===== src/inc/chain_pkg.sv =====
/*
 constants and types shared by both ends of the chained serial link.
 assumes mclk at 10 MHz; the host end makes the link clock from it.
*/
package chain_pkg;
    // word framing
    localparam int WORD_BITS = 24;
    localparam logic [4:0] BIT_FIRST = 5'h00;
    localparam logic [4:0] BIT_LAST = 5'h17;
    localparam logic [4:0] BIT_RELAY = 5'h18;
    localparam int DELAY_BITS = 23;
    localparam int CONV_CMD_BIT = 23;
    localparam int DEV_W = 6;
    localparam logic [DEV_W-1:0] DEV_ONE = 6'h01;
    ////////////////////////////////////////////////////////////////
    // timing
    localparam int MCLK_NS = 100;
    localparam int SCLK_NS = 800;
    localparam int SCLK_HALF = SCLK_NS / (2 * MCLK_NS);
    localparam logic [2:0] HALF_LAST = 3'(SCLK_HALF - 1);
    localparam int CNV_LOW_NS = 400;
    localparam int CNV_LOW_CYC = (CNV_LOW_NS + MCLK_NS - 1) / MCLK_NS;
    localparam logic [2:0] CNV_LAST = 3'(CNV_LOW_CYC - 1);
    ////////////////////////////////////////////////////////////////
    // buffering and reset values
    localparam int BUF_DEPTH = 2;
    localparam logic [4:0] BIT_RST = 5'h00;
    localparam logic [2:0] CNT_RST = 3'h0;
    localparam logic [WORD_BITS-1:0] WORD_RST = 24'h000000;
    ////////////////////////////////////////////////////////////////
    typedef enum logic [2:0] {
        H_IDLE = 3'b000,
        H_SETUP = 3'b001,
        H_LOW = 3'b010,
        H_HIGH = 3'b011,
        H_PUSH = 3'b100,
        H_END = 3'b101
    } host_state_t;
endpackage


===== src/inc/chain_if.sv =====
/*
 pins between the host and the chain-head device.
 assumes the bench joins one host end and one device end to it.
*/
`timescale 1ns/1ps
`default_nettype none
interface chain_if;
    logic cs_n;
    logic sclk;
    logic sdi;
    logic sdo;
    logic convert_start_pin;
    modport host (output cs_n, output sclk, output sdi, output convert_start_pin, input sdo);
    modport device (input cs_n, input sclk, input sdi, input convert_start_pin, output sdo);
endinterface
`default_nettype wire


===== src/verilog/pair_buffer.sv =====
/*
 small word buffer with valid and ready on both sides.
 assumes one clock and synchronous active-high reset.
*/
`timescale 1ns/1ps
`default_nettype none
module pair_buffer #(
    parameter int W = 24,
    parameter int DEPTH = 2
) (
    // clock and reset
    input wire logic mclk,
    input wire logic rst,
    // fill side
    input wire logic in_valid,
    input wire logic [W-1:0] in_data,
    output logic in_ready,
    // drain side
    output logic out_valid,
    input wire logic out_ready,
    output logic [W-1:0] out_data
);
    localparam int AW = (DEPTH > 1) ? $clog2(DEPTH) : 1;
    logic [W-1:0] mem_q [DEPTH];
    logic [W-1:0] mem_d [DEPTH];
    logic [AW-1:0] wr_q, wr_d, rd_q, rd_d;
    logic [AW:0] count_q, count_d;
    logic push, pop;

    assign push = in_valid & in_ready;
    assign pop = out_valid & out_ready;
    assign out_data = mem_q[rd_q];

    genvar i;
    generate
        for (i = 0; i < DEPTH; i++) begin : g_entry
            always_comb begin
                mem_d[i] = mem_q[i];
                if (push && wr_q == AW'(i)) begin
                    mem_d[i] = in_data;
                end
            end
            always_ff @(posedge mclk) begin
                mem_q[i] <= mem_d[i];
            end
        end
    endgenerate

    always_comb begin
        wr_d = wr_q;
        rd_d = rd_q;
        count_d = count_q;
        if (push) begin
            wr_d = (wr_q == AW'(DEPTH - 1)) ? '0 : wr_q + 1'b1;
        end
        if (pop) begin
            rd_d = (rd_q == AW'(DEPTH - 1)) ? '0 : rd_q + 1'b1;
        end
        if (push && !pop) begin
            count_d = count_q + 1'b1;
        end else if (pop && !push) begin
            count_d = count_q - 1'b1;
        end
    end

    always_ff @(posedge mclk) begin
        if (rst) begin
            wr_q <= '0;
            rd_q <= '0;
            count_q <= '0;
            in_ready <= 1'b1;
            out_valid <= 1'b0;
        end else begin
            wr_q <= wr_d;
            rd_q <= rd_d;
            count_q <= count_d;
            in_ready <= (count_d != (AW + 1)'(DEPTH));
            out_valid <= (count_d != '0);
        end
    end
endmodule
`default_nettype wire


===== src/verilog/chain_host.sv =====
/*
 host end: frames words, makes the link clock by division, buffers reads.
 assumes the device end samples and shifts on the falling link clock edge.
*/
`timescale 1ns/1ps
`default_nettype none
module chain_host (
    // clock and reset
    input wire logic mclk,
    input wire logic rst,
    // link
    chain_if.host link,
    // command side
    input wire logic cmd_valid,
    output logic cmd_ready,
    input wire logic [chain_pkg::WORD_BITS-1:0] cmd_wdata,
    input wire logic [chain_pkg::DEV_W-1:0] cmd_devices,
    input wire logic conv_req,
    // read words
    output logic rd_valid,
    input wire logic rd_ready,
    output logic [chain_pkg::WORD_BITS-1:0] rd_data
);
    import chain_pkg::*;
    host_state_t state_q, state_d;
    logic [2:0] cnt_q, cnt_d, cnv_cnt_q, cnv_cnt_d;
    logic [4:0] bit_q, bit_d;
    logic [DEV_W-1:0] left_q, left_d;
    logic [WORD_BITS-1:0] tx_q, tx_d, rx_q, rx_d;
    logic cs_n_q, cs_n_d, sclk_q, sclk_d, sdi_q, sdi_d;
    logic cnv_q, cnv_d, sdo_s1_q, sdo_s2_q;
    logic half, buf_ready;

    assign link.cs_n = cs_n_q;
    assign link.sclk = sclk_q;
    assign link.sdi = sdi_q;
    assign link.convert_start_pin = cnv_q;
    assign half = (cnt_q == HALF_LAST);

    pair_buffer #(.W(WORD_BITS), .DEPTH(BUF_DEPTH)) pair_buffer_i (
        .mclk(mclk),
        .rst(rst),
        .in_valid(state_q == H_PUSH),
        .in_data(rx_q),
        .in_ready(buf_ready),
        .out_valid(rd_valid),
        .out_ready(rd_ready),
        .out_data(rd_data)
    );

    ////////////////////////////////////////////////////////////////
    always_comb begin
        state_d = state_q;
        bit_d = bit_q;
        left_d = left_q;
        tx_d = tx_q;
        rx_d = rx_q;
        cs_n_d = cs_n_q;
        sclk_d = sclk_q;
        sdi_d = sdi_q;
        cnt_d = (state_q == H_IDLE || state_q == H_PUSH || half) ? CNT_RST : cnt_q + 3'h1;
        unique case (state_q)
            H_IDLE: begin
                if (cmd_valid) begin
                    cs_n_d = 1'b0;
                    tx_d = cmd_wdata;
                    sdi_d = cmd_wdata[WORD_BITS-1];
                    left_d = cmd_devices;
                    bit_d = BIT_FIRST;
                    state_d = H_SETUP;
                end
            end
            H_SETUP, H_HIGH: begin
                if (half) begin
                    sclk_d = 1'b0;
                    state_d = H_LOW;
                end
            end
            H_LOW: begin
                if (half) begin
                    sclk_d = 1'b1;
                    rx_d = {rx_q[WORD_BITS-2:0], sdo_s2_q};
                    tx_d = {tx_q[WORD_BITS-2:0], 1'b0};
                    sdi_d = tx_q[WORD_BITS-2];
                    bit_d = bit_q + 5'h01;
                    state_d = (bit_q == BIT_LAST) ? H_PUSH : H_HIGH;
                end
            end
            H_PUSH: begin
                // stalls the link clock while the buffer is full
                if (buf_ready) begin
                    bit_d = BIT_FIRST;
                    left_d = left_q - DEV_ONE;
                    state_d = (left_q <= DEV_ONE) ? H_END : H_HIGH;
                end
            end
            H_END: begin
                if (half) begin
                    cs_n_d = 1'b1;
                    state_d = H_IDLE;
                end
            end
            default: state_d = H_IDLE;
        endcase
    end

    always_ff @(posedge mclk) begin
        if (rst) begin
            state_q <= H_IDLE;
            cnt_q <= CNT_RST;
            bit_q <= BIT_RST;
            left_q <= '0;
            tx_q <= WORD_RST;
            rx_q <= WORD_RST;
            cs_n_q <= 1'b1;
            sclk_q <= 1'b1;
            sdi_q <= 1'b0;
            cmd_ready <= 1'b0;
        end else begin
            state_q <= state_d;
            cnt_q <= cnt_d;
            bit_q <= bit_d;
            left_q <= left_d;
            tx_q <= tx_d;
            rx_q <= rx_d;
            cs_n_q <= cs_n_d;
            sclk_q <= sclk_d;
            sdi_q <= sdi_d;
            cmd_ready <= (state_d == H_IDLE);
        end
    end

    ////////////////////////////////////////////////////////////////
    // host drives convert start
    always_comb begin
        cnv_d = cnv_q;
        cnv_cnt_d = cnv_cnt_q;
        if (!cnv_q) begin
            if (cnv_cnt_q == CNT_RST) begin
                cnv_d = 1'b1;
            end else begin
                cnv_cnt_d = cnv_cnt_q - 3'h1;
            end
        end else if (conv_req) begin
            cnv_d = 1'b0;
            cnv_cnt_d = CNV_LAST;
        end
    end

    always_ff @(posedge mclk) begin
        if (rst) begin
            cnv_q <= 1'b1;
            cnv_cnt_q <= CNT_RST;
            sdo_s1_q <= 1'b0;
            sdo_s2_q <= 1'b0;
        end else begin
            cnv_q <= cnv_d;
            cnv_cnt_q <= cnv_cnt_d;
            sdo_s1_q <= link.sdo;
            sdo_s2_q <= sdo_s1_q;
        end
    end
endmodule
`default_nettype wire


===== src/flat_wrapper.sv =====
// flat-port wrapper written by rule: the top's interface ports become plain ports
module chain_host_flat import chain_pkg::*;
  (mclk, rst, cmd_valid, cmd_ready, cmd_wdata, cmd_devices, conv_req, rd_valid, rd_ready, rd_data, link_cs_n, link_sclk, link_sdi, link_convert_start_pin, link_sdo);
  chain_if link_i ();
  input wire logic mclk;
  input wire logic rst;
  input wire logic cmd_valid;
  output logic cmd_ready;
  input wire logic [chain_pkg::WORD_BITS-1:0] cmd_wdata;
  input wire logic [chain_pkg::DEV_W-1:0] cmd_devices;
  input wire logic conv_req;
  output logic rd_valid;
  input wire logic rd_ready;
  output logic [chain_pkg::WORD_BITS-1:0] rd_data;
  output wire logic [$bits(link_i.cs_n)-1:0] link_cs_n;
  output wire logic [$bits(link_i.sclk)-1:0] link_sclk;
  output wire logic [$bits(link_i.sdi)-1:0] link_sdi;
  output wire logic [$bits(link_i.convert_start_pin)-1:0] link_convert_start_pin;
  input wire logic [$bits(link_i.sdo)-1:0] link_sdo;
  assign link_cs_n = link_i.cs_n;
  assign link_sclk = link_i.sclk;
  assign link_sdi = link_i.sdi;
  assign link_convert_start_pin = link_i.convert_start_pin;
  assign link_i.sdo = link_sdo;
  chain_host u_core (.mclk(mclk), .rst(rst), .link(link_i), .cmd_valid(cmd_valid), .cmd_ready(cmd_ready), .cmd_wdata(cmd_wdata), .cmd_devices(cmd_devices), .conv_req(conv_req), .rd_valid(rd_valid), .rd_ready(rd_ready), .rd_data(rd_data));
endmodule

===== config.mk =====
export PLATFORM = sky130hd
export DESIGN_NAME = chain_host_flat
export DESIGN_NICKNAME = d
export VERILOG_FILES = /design/src/inc/chain_pkg.sv /design/src/inc/chain_if.sv /design/src/verilog/pair_buffer.sv /design/src/verilog/chain_host.sv /design/src/flat_wrapper.sv
export SDC_FILE = /design/constraint.sdc
export NUM_CORES = 1
export LEC_CHECK = 0
export BUFFER_PORTS_ARGS = -buffer_cell sky130_fd_sc_hd__buf_4
export CAP_MARGIN = 20
export CORE_ASPECT_RATIO = 0.7
export CORE_MARGIN = 1
export CORE_UTILIZATION = 50
export CTS_BUF_LIST = sky130_fd_sc_hd__clkbuf_2
export CTS_CLUSTER_DIAMETER = 200
export DETAILED_ROUTE_END_ITERATION = 7
export PLACE_DENSITY = 0.7
export RECOVER_POWER = 100
export REMOVE_ABC_BUFFERS = 1
export SKIP_CTS_REPAIR_TIMING = 1
export SYNTH_ARGS = -nofsm -noshare
export SYNTH_HDL_FRONTEND = slang
export SYNTH_HIERARCHICAL = 1
export SYNTH_SLANG_ARGS = --single-unit

===== constraint.sdc =====
create_clock -name mclk -period 2.85 [get_ports mclk]
set_input_delay 0.285 -clock mclk [delete_from_list [all_inputs] [get_ports mclk]]
set_output_delay 0.285 -clock mclk [all_outputs]
set_load 0.01 [all_outputs]

==> metrics.md <==
| Metric | Value |
|---|---|
| CTS sink cnt | 129 |
| Share of layout cells above drive strength 1 | 14.6% |
| Post-Syn Area per Cell | 11.1 µm² |
| Max transition margin | 20.3% |
| Pwr Total | 3.16 mW |
| Clock transition at the registers of the reported paths | 0.18 ns |
| Clock root buffer | clkbuf_2 |
| Leak pwr | 2.23 nW |
| Area grow syn2layout | 18.9% |
| Startpoint Class | flop |
| GP Congestion | 0.798 |
| TritonCTS clock tree | built |
| Number of routed nets with antenna violations | 0 |
| Worst hold path type | in2reg |
| Number of nets in the layout | 621 |
| First-pass GRT wire length | 15400 µm |
| Power Dens Cells | 502 nW/µm² |
| Gr ovfl total | 0 |
| Synth Instances | 477 |
| Initial antenna violation count | 0 |
| Synth warnings | 6 |
| WL final | 9970 µm |
| Failing checks | design-rule violations |
| Total negative setup slack | 0 ns |
| Worst-Skew Late Latency | 0.62 ns |
| Count of input and output buffers | 65 |
| Pin slew with the least headroom to its limit | 1.20 ns |
| Pre-CTS worst setup slack | 0.572 ns |
| Fill cells | 854 |
| Final Slew Violations | 0 |
| Post-synth ARST share | 0% |
| DP Area | 5870 µm² |
| Total GRT Usage | 18.0% |
| Top post-synthesis cells by area | dfxtp_1 (31%), edfxtp_1 (27%), mux2_1 (5.3%), mux2i_1 (5.1%), nand2_1 (4.1%) |
| Period minus WS final | 2.49 ns |
| Die ar. | 11000 µm² |
| CP Max Fanout | 13 |
| Reg area | 3060 µm² |
| Number of global-route vias before repair | 3286 |
| DIE WIDTH | 125 µm |
| Boundary Pins | 66 |
| Design Area, Final | 6290 µm² |
| Initial Util | 51.3% |
| Status | finished with violations |
| Max-Cap Viols | 0 |
| Register area share after synthesis | 57.9% |
| Commonest cells post-synth | dfxtp_1 (81), nand2_1 (58), edfxtp_1 (48) |
| DR WL/cell | 13.8 µm |
| CTS Buffer Depth | 2 |
| #FFs+latches synth | 129 |
| Mapped Area | 5290 µm² |
| Core ar. | 10300 µm² |
| Crit path kind | reg2reg |
| Post-synth top area share | 30.7% |
| Largest net degree at the start of global routing | 54 |
| Height of the die | 88.1 µm |
| Hold violation total from the final report | 0 |
| FMAX | 402 MHz |
| DRC | 6 |
| HPWL Detailed | 5990 µm |
| Top-count cell post-synth | dfxtp_1 |
| Worst EP required | 3.44 ns |
| Post-synth top flop | dfxtp_1 |
| Leading area contributor after synthesis | dfxtp_1 |
| Via/cell ratio | 5.19 |
| Depth of the CTS H-tree | 4 |
| FP Rows | 31 |
| Arrival @ worst endpoint | 3.07 ns |
| Iter 0 DRT Violations | 179 |
| Final period utilization | 87.3% |
| Yosys cell types | 60 |
| # setup viols final | 0 |
| Cts bufs inserted | 17 |
| Post-route worst setup slack | 0.363 ns |
| Routed vias | 3750 |
| Layout Skew | 0.0305 ns |
| Multi-input gate area | 1990 µm² |
| Unrepaired setup endpoints after global routing | false |
| VDD IR max | 404 µV |
| Ant. Diodes | 0 |
| Drt pass-1 iters | 6 |
| CP Capture Type | flop |
| Number of flops mapped to enable cells by yosys | 48 |
-- critical path: stages, from the launching register on --
cell           delay (ns)
dfxtp_1              0.62
or3b_1               0.56
clkinv_1             0.12
buf_4                0.17
nand4_1              0.10
a21o_1               0.17
a21oi_1              0.14
dlygate4sd3_1        0.58
-- cells in the final DEF, fill, tap and decap left out, types with 6 or more instances in the layout --
| cell | instances |
|---|---|
| clkbuf_1 | 30 |
| inv_1 | 10 |
| ha_1 | 7 |
| a211oi_1 | 26 |
| nand2b_1 | 6 |
| clkbuf_2 | 29 |
| dlygate4sd3_1 | 40 |
| nor2_1 | 37 |
| nor2b_1 | 6 |
| mux2i_1 | 27 |
| dfxtp_1 | 81 |
| mux2_1 | 25 |
| edfxtp_1 | 48 |
| a21oi_1 | 41 |
| buf_4 | 40 |
| nand2_1 | 60 |
| o21ai_0 | 8 |
-- flip-flops by register name, indices dropped and copies added, names as in the netlist, 2 cells and up, named ones only --
name	count
u_core/rx_q	24
u_core/tx_q	23
u_core/bit_q	5
u_core/cnv_cnt_q	3
u_core/pair_buffer_i/count_q	2
u_core/left_q	6
u_core/cnt_q	3
u_core/pair_buffer_i/mem_q	48
u_core/state_q	3
-- kinds of logic after synthesis --
kind of cell             Yosys count  synth area share [%]
adder cells (fa/ha/maj)            7                  1.66
AND/OR/NAND/NOR                  146                  13.7
buffers and inverters             44                  4.07
flip-flops                       129                  57.9
multiplexers                      53                  10.7
AO/OA/AOI/OAI                     94                  11.2
XOR/XNOR                           4                 0.805
-- metal layers --
metal	up-vias	track usage (%)	share of wire (%)	routed length, µm
li1	1916	-	-	-
met5	-	0	0	0
met3	6	6.66	4.3	425
met1	1756	23.6	49	4840
met2	72	28.3	47	4650
met4	0	5.32	0.54	54
-- through the flow --
step / instances / hold slack (ns) / util, %
6_report: 723 / 0.0644 / 61.0
5_1_grt: 723 / 0.0267 / 61.0
4_1_cts: 683 / -0.194 / 58.7
3_5_place_dp: 651 / 0.424 / 56.9
3_3_place_gp: 651 / 0.416 / 56.9
2_1_floorplan: 444 / 0.350 / -
-- final timing paths --
check / slack, ns / cells past startpoint / to / from
worst max-delay path: 0.36 / 7 / u_core/left_q[5] / u_core/state_q[2]
worst min-delay path: 0.06 / 4 / u_core/left_q[2] / cmd_devices[2]
worst max register to register: 0.36 / 7 / u_core/left_q[5] / u_core/state_q[2]
worst min register to register: 0.44 / 1 / u_core/cnt_q[0] / u_core/cnt_q[0]
-- cell type report --
cell class / count / share of cell area [%]
Sequential cell: 129 / 48.7
Multi-Input combinational cell: 304 / 31.7
Timing Repair Buffer: 115 / 13.3
Tap cell: 132 / 2.63
Clock buffer: 24 / 1.91
Clock inverter: 8 / 1.05
Inverter: 11 / 0.657
-- power by group --
group | switching [mW] | total, mW | leakage, nW | internal (mW)
Combinational | 0.123 | 0.258 | 0.994 | 0.135
Clock | 0.599 | 0.927 | 0.135 | 0.328
Sequential | 0.0289 | 1.97 | 1.11 | 1.94
Note: power is estimated with default switching activity, not from simulation.
